## src/inc/adc_timing_defines.vh

```
// Constants for the converter prescaler and conversion timing block
`ifndef ADC_TIMING_DEFINES_VH
`define ADC_TIMING_DEFINES_VH

// Prescale select field
`define PSEL_W          3
`define PSEL_RST        3'h0
// Prescaler counter width (largest ratio 128)
`define PCNT_W          7
`define PCNT_RST        7'h00
// Conversion lengths in converter clock cycles
`define CONV_NORMAL     5'h0d
`define CONV_FIRST      5'h19
`define CCNT_W          5
`define CCNT_RST        5'h00
// Lowest supported CPU clock, in kHz
`define CPU_MIN_KHZ     100

`endif

```

## src/rtl/adc_conv_timing.v

```verilog
// Converter prescaler and conversion sequencing top
//
// Function
// Prescaler makes converter clock above 100kHz CPU
// Division ratio chosen by prescale select
// Prescaler starts counting when enable sets
// Prescaler runs while enabled, reset otherwise
// Start begins at next converter clock edge
// Normal conversion lasts 13 converter clocks
// First conversion after enable lasts 25
// Software keeps converter clock 50 to 200kHz
// Start bit reads one while converting
// Ratio ladder codes map to 2..128
`timescale 1ns/1ns
`include "adc_timing_defines.vh"

module adc_conv_timing (
    // Clock, reset and enable
    input  wire                core_clk_i,
    input  wire                sys_rst_i,
    input  wire                clk_en_i,
    // Control bits from software
    input  wire                converter_enable_i,
    input  wire [`PSEL_W-1:0]  prescale_select_i,
    input  wire                conversion_start_i,
    // Status and sampling core controls
    output reg                 conversion_start_o,
    output reg                 converting_o,
    output reg                 first_conv_o,
    output reg                 conv_done_o,
    output reg                 adc_clk_o
);

    localparam IDLE    = 3'b001;
    localparam WAITING = 3'b010;
    localparam CONVERT = 3'b100;

    reg  [2:0]          state_reg;
    reg  [2:0]          state_next;
    reg  [`CCNT_W-1:0]  cnt_reg;
    reg  [`CCNT_W-1:0]  cnt_next;
    reg                 first_reg;
    reg                 first_next;
    reg                 done_next;
    wire                tick;

    // Prescaler instance
    // Runs from the enable
    // Held cleared when off
    adc_prescaler u_prescaler (
        .core_clk_i        (core_clk_i),
        .sys_rst_i         (sys_rst_i),
        .clk_en_i          (clk_en_i),
        .run_i             (converter_enable_i),
        .prescale_select_i (prescale_select_i),
        .tick_o            (tick)
    );

    // Sequencer next state
    always @* begin
        state_next = state_reg;
        cnt_next   = cnt_reg;
        first_next = first_reg;
        done_next  = 1'b0;
        case (state_reg)
            IDLE: begin
                if (converter_enable_i && conversion_start_i) begin
                    state_next = WAITING;
                end
            end
            WAITING: begin
                // Start on edge
                if (tick) begin
                    state_next = CONVERT;
                    cnt_next   = `CCNT_RST;
                end
            end
            CONVERT: begin
                if (tick) begin
                    cnt_next = cnt_reg + 5'h01;
                    // Normal length count
                    // First length count
                    if ((first_reg && cnt_reg == `CONV_FIRST - 5'h01) ||
                        (!first_reg &&
                         cnt_reg == `CONV_NORMAL - 5'h01)) begin
                        state_next = IDLE;
                        first_next = 1'b0;
                        done_next  = 1'b1;
                    end
                end
            end
            default: begin
                state_next = IDLE;
            end
        endcase
        // Disabling aborts and rearms the long first conversion
        if (!converter_enable_i) begin
            state_next = IDLE;
            cnt_next   = `CCNT_RST;
            first_next = 1'b1;
            done_next  = 1'b0;
        end
    end

    // Sequencer state and registered outputs
    always @(posedge core_clk_i or posedge sys_rst_i) begin
        if (sys_rst_i) begin
            state_reg          <= IDLE;
            cnt_reg            <= `CCNT_RST;
            first_reg          <= 1'b1;
            conv_done_o        <= 1'b0;
            conversion_start_o <= 1'b0;
            converting_o       <= 1'b0;
            first_conv_o       <= 1'b1;
            adc_clk_o          <= 1'b0;
        end else if (clk_en_i) begin
            state_reg          <= state_next;
            cnt_reg            <= cnt_next;
            first_reg          <= first_next;
            conv_done_o        <= done_next;
            // Busy reads one
            conversion_start_o <= (state_next != IDLE);
            converting_o       <= (state_next == CONVERT);
            first_conv_o       <= first_next;
            adc_clk_o          <= tick;
        end
    end

endmodule // adc_conv_timing

```

## src/rtl/adc_prescaler.v

```verilog
// Prescaler that makes the converter clock tick from the CPU clock
`timescale 1ns/1ns
`include "adc_timing_defines.vh"

module adc_prescaler (
    // Clock, reset and enable
    input  wire                core_clk_i,
    input  wire                sys_rst_i,
    input  wire                clk_en_i,
    // Control
    input  wire                run_i,
    input  wire [`PSEL_W-1:0]  prescale_select_i,
    // Converter clock rising edge strobe
    output reg                 tick_o
);

    reg  [`PCNT_W-1:0] count_reg;
    reg  [`PCNT_W-1:0] count_next;
    reg                tick_next;
    reg  [`PCNT_W-1:0] limit;

    // Select picks ratio
    // Ratio ladder mapping
    // Ratio ladder: code 0..7 gives 2,2,4,8,16,32,64,128
    always @* begin
        case (prescale_select_i)
            3'h0:    limit = 7'h01;
            3'h1:    limit = 7'h01;
            3'h2:    limit = 7'h03;
            3'h3:    limit = 7'h07;
            3'h4:    limit = 7'h0f;
            3'h5:    limit = 7'h1f;
            3'h6:    limit = 7'h3f;
            default: limit = 7'h7f;
        endcase
    end

    // Next count and tick, held cleared while not running
    always @* begin
        count_next = count_reg + 7'h01;
        tick_next  = 1'b0;
        if (!run_i) begin
            count_next = `PCNT_RST;
        end else if (count_reg >= limit) begin
            count_next = `PCNT_RST;
            tick_next  = 1'b1;
        end
    end

    // Counter state
    always @(posedge core_clk_i or posedge sys_rst_i) begin
        if (sys_rst_i) begin
            count_reg <= `PCNT_RST;
            tick_o    <= 1'b0;
        end else if (clk_en_i) begin
            count_reg <= count_next;
            tick_o    <= tick_next;
        end
    end

endmodule // adc_prescaler

```

## config.mk

```make
export PLATFORM = sky130hd
export DESIGN_NAME = adc_conv_timing
export DESIGN_NICKNAME = d
export VERILOG_FILES = /design/src/rtl/adc_conv_timing.v /design/src/rtl/adc_prescaler.v
export VERILOG_INCLUDE_DIRS = /design/src /design/src/inc
export SDC_FILE = /design/constraint.sdc
export NUM_CORES = 1
export LEC_CHECK = 0
export BUFFER_PORTS_ARGS = -buffer_cell sky130_fd_sc_hd__buf_2
export CORE_ASPECT_RATIO = 0.75
export CORE_MARGIN = 8
export CORE_UTILIZATION = 45
export DETAILED_ROUTE_END_ITERATION = 6
export PLACE_DENSITY = 0.61
export SYNTH_ARGS = -nofsm -noshare
export SYNTH_HDL_FRONTEND = slang
export SYNTH_SLANG_ARGS = --single-unit
```

## constraint.sdc

```tcl
create_clock -name core_clk_i -period 1.8 [get_ports core_clk_i]
set_input_delay 0.36 -clock core_clk_i [delete_from_list [all_inputs] [get_ports core_clk_i]]
set_output_delay 0.36 -clock core_clk_i [all_outputs]
set_load 0.01 [all_outputs]
```

==> results of run 1 <==
## critical path: stages (launching register included)
cell and delay (ps):
dfrtp_1 400, ha_1 350, a21oi_1 140, and3_1 210, nand3_1 230, a21oi_1 240
## path summary, 6_finish.rpt
path | from | to | slack [ps] | cells past startpoint
max | u_prescaler.count_reg[6] | u_prescaler.count_reg[3] | 160 | 5
min | sys_rst_i | cnt_reg[1] | 110 | 3
max reg2reg | u_prescaler.count_reg[6] | u_prescaler.count_reg[3] | 160 | 5
min reg2reg | conversion_start_o | conversion_start_o | 500 | 1
max in group asynchronous | sys_rst_i | state_reg[0] | 1420 | 3
min in group core_clk_i | converter_enable_i | first_reg | 420 | 2
## cell usage in the layout (no fill, tap or decap), types with 2 or more instances in the layout
cell type	count
o2bb2ai_1	4
nor3_1	2
nand2_1	10
a31oi_1	2
dfstp_2	2
xnor2_1	3
dfrtp_1	19
a21o_1	4
o32ai_1	2
o21ai_0	6
a21oi_1	8
buf_4	2
clkbuf_8	3
inv_1	12
nand3_1	12
nand4_1	5
ha_1	9
nor2_1	6
xor2_1	2
buf_2	12
## synthesized netlist by cell type, drive strengths merged, types with 2 or more instances
library cell and instances:
a21o 5, a21oi 8, a31oi 2, and3 2, buf 2, clkbuf 2
dfrtp 19, dfstp 2, ha 9, inv 12, nand2 10, nand3 12
nand4 5, nor2 6, nor3 2, nor3b 2, o21ai 6, o2bb2ai 4
o32ai 2, xnor2 3, xor2 2
## through the flow
stage          area (sq um)  std cells   util
5_1_grt                1420        183  0.496
3_3_place_gp           1370        179  0.481
3_5_place_dp           1370        179  0.481
4_1_cts                1420        183  0.496
2_1_floorplan          1300        132      -
6_report               1420        183  0.496
## layer usage
metal	share of wire	GRT usage	vias up
met3	0.047	0.0388	2
met5	0	0	-
li1	-	-	509
met2	0.43	0.173	26
met1	0.52	0.155	491
met4	0.0064	0.0253	0
## final cells by class
class | count | area, sq um | area share
Multi-Input combinational cell | 94 | 674 | 0.477
Inverter | 12 | 45.0 | 0.0318
Sequential cell | 21 | 528 | 0.373
Timing Repair Buffer | 14 | 75.1 | 0.0531
Clock buffer | 4 | 45.0 | 0.0318
Tap cell | 38 | 47.5 | 0.0336
## power groups by stage
stage	sequential (W)	clock, W	combinational [W]
finish	0.000518	0.000306	0.000127
global route	0.000523	0.000332	0.000146
CTS	0.000518	0.000313	0.000129
detailed placement	0.000527	0	0.000128
global placement	0.000526	0	0.000122
floorplan	0.000521	0	0.0000956
## kinds of logic (layout without fill, tap and decap cells)
kind of cell             Yosys count  in the layout  share of synthesized area
adder cells (fa/ha/maj)            9              9                     0.0868
AO/OA/AOI/OAI                     35             35                      0.205
XOR/XNOR                           5              5                     0.0338
multiplexers                       2              2                     0.0164
flip-flops                        21             21                      0.407
buffers and inverters             17             30                     0.0733
AND/OR/NAND/NOR                   43             43                      0.177
==> impl_metrics.py, run 1 <==
metrics = {
    "die": {
        "coreArea_sq_um": 2850,
        "ios": 13,
        "rows": 17,
        "die_w_um": 78.0,
        "dieArea_sq_um": 4880,
        "initial_utilization": 0.455,
        "die_h_um": 62.5,
    },
    "route": {
        "drt-wirelength-per-cell_um": 14.5,
        "route.detailed.drc": 0,
        "drt_pass1_iterations": 4,
        "ant_nets": 0,
        "vias": 1028,
        "drt_iter0_drc": 38,
        "vias_per_cell": 5.62,
        "finalWirelength_um": 2660,
    },
    "timing": {
        "rsz0062_at_grt": "false",
        "skew_ps": 0.569,
        "hold_viol": 0,
        "finalCriticalPeriod_ps": 1640,
        "maxSlewViolCount": 0,
        "setup-violations-final": 0,
        "holdWs_ps": 112,
        "worst_slack_ps": 157,
        "slew_headroom": 0.772,
        "tightest_slew_ps": 341,
        "fin_tns_setup_ps": 0,
        "finalCritPeriodShare": 0.913,
        "max_freq_ghz": 0.609,
    },
    "logic_synthesis": {
        "async_reset_ff_frac": 1.00,
        "synth-seq-cells": 21,
        "netlist_top_cells_area": "dfrtp_1 (37%), ha_1 (8.7%), nand3_1 (4.6%)",
        "synth_nets": 149,
        "ys_warn_count": 0,
        "synth_flop_cell": "dfrtp_1",
        "ys_types": 40,
        "synth_top_area_share": 0.366,
        "synth_edf_count": 0,
        "ys_seq_area_frac": 0.407,
        "synth_cells": 132,
        "synth_top_area_cell": "dfrtp_1",
        "avgSynthCellArea_sq_um": 9.83,
        "synth.cell_area_sq_um": 1300,
    },
    "finish": {
        "largest_reg_flops": 7,
        "fillerInstances": 284,
        "area_delta_synth_final_pct": 9.06,
        "layout-drive-gt1-share": 0.193,
        "nNetsFinal": 163,
        "antenna_cells": 0,
    },
    "power_and_ir_drop": {
        "p_seq_frac": 0.545,
        "p_int_w": 0.000701,
        "pwr_density_cell_nw_per_um2": 672,
        "switching_share": 0.263,
        "combinationalPowerShare": 0.133,
        "total_power_w": 0.000951,
        "ir_worst_vdd_mv": 0.523,
        "netSwitchingPower_w": 0.000250,
        "clockPowerShare": 0.322,
        "p_leak_nw": 0.641,
    },
    "global_route": {
        "grt_pass1_wl_um": 4610,
        "antenna_found_initial": 0,
        "grt_start_max_net_pins": 22,
        "grtUsageTotal": 0.115,
        "grt_overflow": 0,
        "grt_pass1_vias": 1011,
    },
    "critical_path": {
        "end_kind": "flip-flop",
        "path_class": "flip-flop to flip-flop",
        "critPathMaxFanout": 7,
        "cp-start-kind": "flip-flop",
        "worstPathRequired_ps": 1980,
        "arrival_ps": 1820,
    },
    "run_status": {
        "outcome": "finished, final reports clean",
    },
    "cts": {
        "cts_tree": "done",
        "clock_path_buffers": 2,
        "htree_levels": 1,
        "cts_resized": 0,
        "numCtsBuffers": 3,
        "clk_latency_ps": 260,
        "cts.sinks": 21,
        "clockRootBuffer": "clkbuf_8",
        "clk_pin_slew_ps": 70,
        "hold_buffers": 0,
        "post_cts_buffers": 0,
    },
    "place": {
        "post-dp-hpwl_um": 2070,
        "place_ws_ps": 1.23,
        "place.gp.congestion": 0.914,
        "io_buffers": 12,
    },
    "worst_hold_path": {
        "hp-class": "input port to async pin",
    },
    "job": {
        "maxCapViolations": 0,
    },
}
Note: power is estimated with default switching activity, not from simulation.
==> run 2, diff against run 1 <==
--- a/config.mk
+++ b/config.mk
@@ -10,8 +10,10 @@
 export CORE_ASPECT_RATIO = 0.75
 export CORE_MARGIN = 8
 export CORE_UTILIZATION = 45
+export CTS_BUF_LIST = sky130_fd_sc_hd__clkbuf_4 sky130_fd_sc_hd__clkbuf_8 sky130_fd_sc_hd__clkbuf_16
 export DETAILED_ROUTE_END_ITERATION = 6
 export PLACE_DENSITY = 0.61
+export SETUP_SLACK_MARGIN = 0.02
 export SYNTH_ARGS = -nofsm -noshare
 export SYNTH_HDL_FRONTEND = slang
 export SYNTH_SLANG_ARGS = --single-unit
==> run 2 against run 1 <==
  * Setup slack better by 47 ps
  * Worst hold slack about the same
  * Clock-buffer cell count did not move
  * Clock power increased by 5%
  * Total power is 1.6% higher
  * Die area unchanged
  * Flip-flop and latch count did not move
  * Sequential power hardly changed
  * Register-to-register slack improved by 50 ps
  * Critical path depth shrank 1
  * Via count barely moved
  * Cell area up 0.62%
==> impl_metrics.py, run 2 (synthesis results as in run 1) <==
metrics = {
    "power_and_ir_drop": {
        "p_leak_nw": 0.648,
        "clockPowerShare": 0.331,
        "total_power_w": 0.000966,
        "pwr_density_cell_nw_per_um2": 678,
        "p_int_w": 0.000716,
        "ir_worst_vdd_mv": 0.520,
        "netSwitchingPower_w": 0.000249,
        "switching_share": 0.258,
        "combinationalPowerShare": 0.132,
        "p_seq_frac": 0.536,
    },
    "global_route": {
        "grt_pass1_vias": 1012,
        "grtUsageTotal": 0.115,
        "grt_start_max_net_pins": 22,
        "grt_pass1_wl_um": 4620,
        "antenna_found_initial": 0,
        "grt_overflow": 0,
    },
    "job": {
        "maxCapViolations": 0,
    },
    "die": {
        "coreArea_sq_um": 2850,
        "die_h_um": 62.5,
        "die_w_um": 78.0,
        "dieArea_sq_um": 4880,
        "ios": 13,
        "rows": 17,
        "initial_utilization": 0.455,
    },
    "timing": {
        "rsz0062_at_grt": "false",
        "fin_tns_setup_ps": 0,
        "slew_headroom": 0.771,
        "maxSlewViolCount": 0,
        "tightest_slew_ps": 343,
        "skew_ps": 0.623,
        "finalCritPeriodShare": 0.887,
        "hold_viol": 0,
        "finalCriticalPeriod_ps": 1600,
        "max_freq_ghz": 0.626,
        "setup-violations-final": 0,
    },
    "cts": {
        "htree_levels": 1,
        "cts.sinks": 21,
        "hold_buffers": 0,
        "clock_path_buffers": 2,
        "cts_tree": "done",
        "clk_pin_slew_ps": 70,
        "numCtsBuffers": 3,
        "post_cts_buffers": 0,
        "clockRootBuffer": "clkbuf_8",
        "clk_latency_ps": 260,
        "cts_resized": 0,
    },
    "finish": {
        "multi_input_area_sq_um": 679,
        "fillerInstances": 282,
        "layout-drive-gt1-share": 0.207,
        "ff_latch_area_sq_um": 528,
        "final_common_cell": "dfrtp_1",
        "largest_reg_flops": 7,
        "area_delta_synth_final_pct": 9.74,
        "antenna_cells": 0,
        "nNetsFinal": 163,
        "layout_common_cells": "dfrtp_1 (19), inv_1 (12), buf_2 (12), nand3_1 (11), nand2_1 (10)",
        "fin_cells": 183,
    },
    "critical_path": {
        "cp-start-kind": "flip-flop",
        "crit_buf_inv": 0,
        "worstPathRequired_ps": 1990,
        "cp_slowest_stage_delay_ps": 560,
        "reg2reg_slack_ps": 200,
        "critPathTopFamily": "compound AO/OA/AOI/OAI gates",
        "critPathMaxFanout": 4,
        "cp_slowest_cell": "dfstp_2",
        "end_kind": "flip-flop",
        "rr_worst_depth": 4,
        "rr_endpoint": "state_reg[0]",
        "r2r_start": "first_reg",
        "arrival_ps": 1780,
        "path_class": "flip-flop to flip-flop",
        "startpoint": "first_reg",
        "path_cells": "and3b_2 -> o2111ai_2 -> a311oi_2 -> a2bb2oi_1",
    },
    "place": {
        "io_buffers": 12,
        "place.gp.congestion": 0.914,
        "place_inst": 179,
        "post-dp-hpwl_um": 2070,
    },
    "worst_hold_path": {
        "hp-class": "input port to async pin",
    },
    "run_status": {
        "outcome": "finished, final reports clean",
    },
    "route": {
        "drt_iter0_drc": 22,
        "ant_nets": 0,
        "drt-wirelength-per-cell_um": 14.7,
        "route.detailed.drc": 0,
        "vias": 1029,
        "drt_pass1_iterations": 4,
        "finalWirelength_um": 2690,
        "vias_per_cell": 5.62,
    },
}
run 2: cell counts in the layout (fill, tap and decap cells not counted):
No cell type changed its count.
run 2: power by group through the flow:
| stage | clock [W] | sequential (W) | combinational, W |
|---|---|---|---|
| 2_1_floorplan | 0 | 0.000521 | 0.0000956 |
| 3_3_place_gp | 0 | 0.000526 | 0.000122 |
| 3_5_place_dp | 0 | 0.000527 | 0.000128 |
| 4_1_cts | 0.000328 | 0.000518 | 0.000129 |
| 5_1_grt | 0.000346 | 0.000523 | 0.000147 |
| 6_report | 0.000320 | 0.000518 | 0.000128 |
run 2: how the worst max path moves through the flow:
stage	to	slack, ps	depth (start not counted)
global placement	u_prescaler.count_reg[2]	90	7
detailed placement	u_prescaler.count_reg[3]	1	7
global route	state_reg[0]	80	4
finish	state_reg[0]	200	4
floorplan	u_prescaler.count_reg[2]	330	6
CTS	u_prescaler.count_reg[3]	160	5
run 2: per-stage QoR:
step                 util  instance area, sq um  setup slack [ps]  hold WS [ps]
floorplan               -                  1300               334           335
global placement    0.481                  1370              89.1           403
detailed placement  0.481                  1370              1.23           403
CTS                 0.498                  1420               164           122
global route        0.500                  1420              75.4           132
finish              0.500                  1420               203           113
run 2: layer usage:
metal	share of wire	up-vias	wire length (um)	GRT usage
met4	0.0063	0	17	0.0253
met5	0	-	0	0
met3	0.056	2	152	0.0388
li1	-	509	-	-
met2	0.43	24	1150	0.173
met1	0.51	494	1370	0.155
run 2: worst min-delay path, delay by kind of cell:
kind | cells | cell delay [ps]
buf+inv | 3 | 390
run 2: area by class of cell:
type                    instances  area share
multi-input cells              94       0.477
clock buffers                   4      0.0343
inverters                      12      0.0316
well taps                      38      0.0334
flip-flops and latches         21       0.371
repair buffers                 14      0.0527
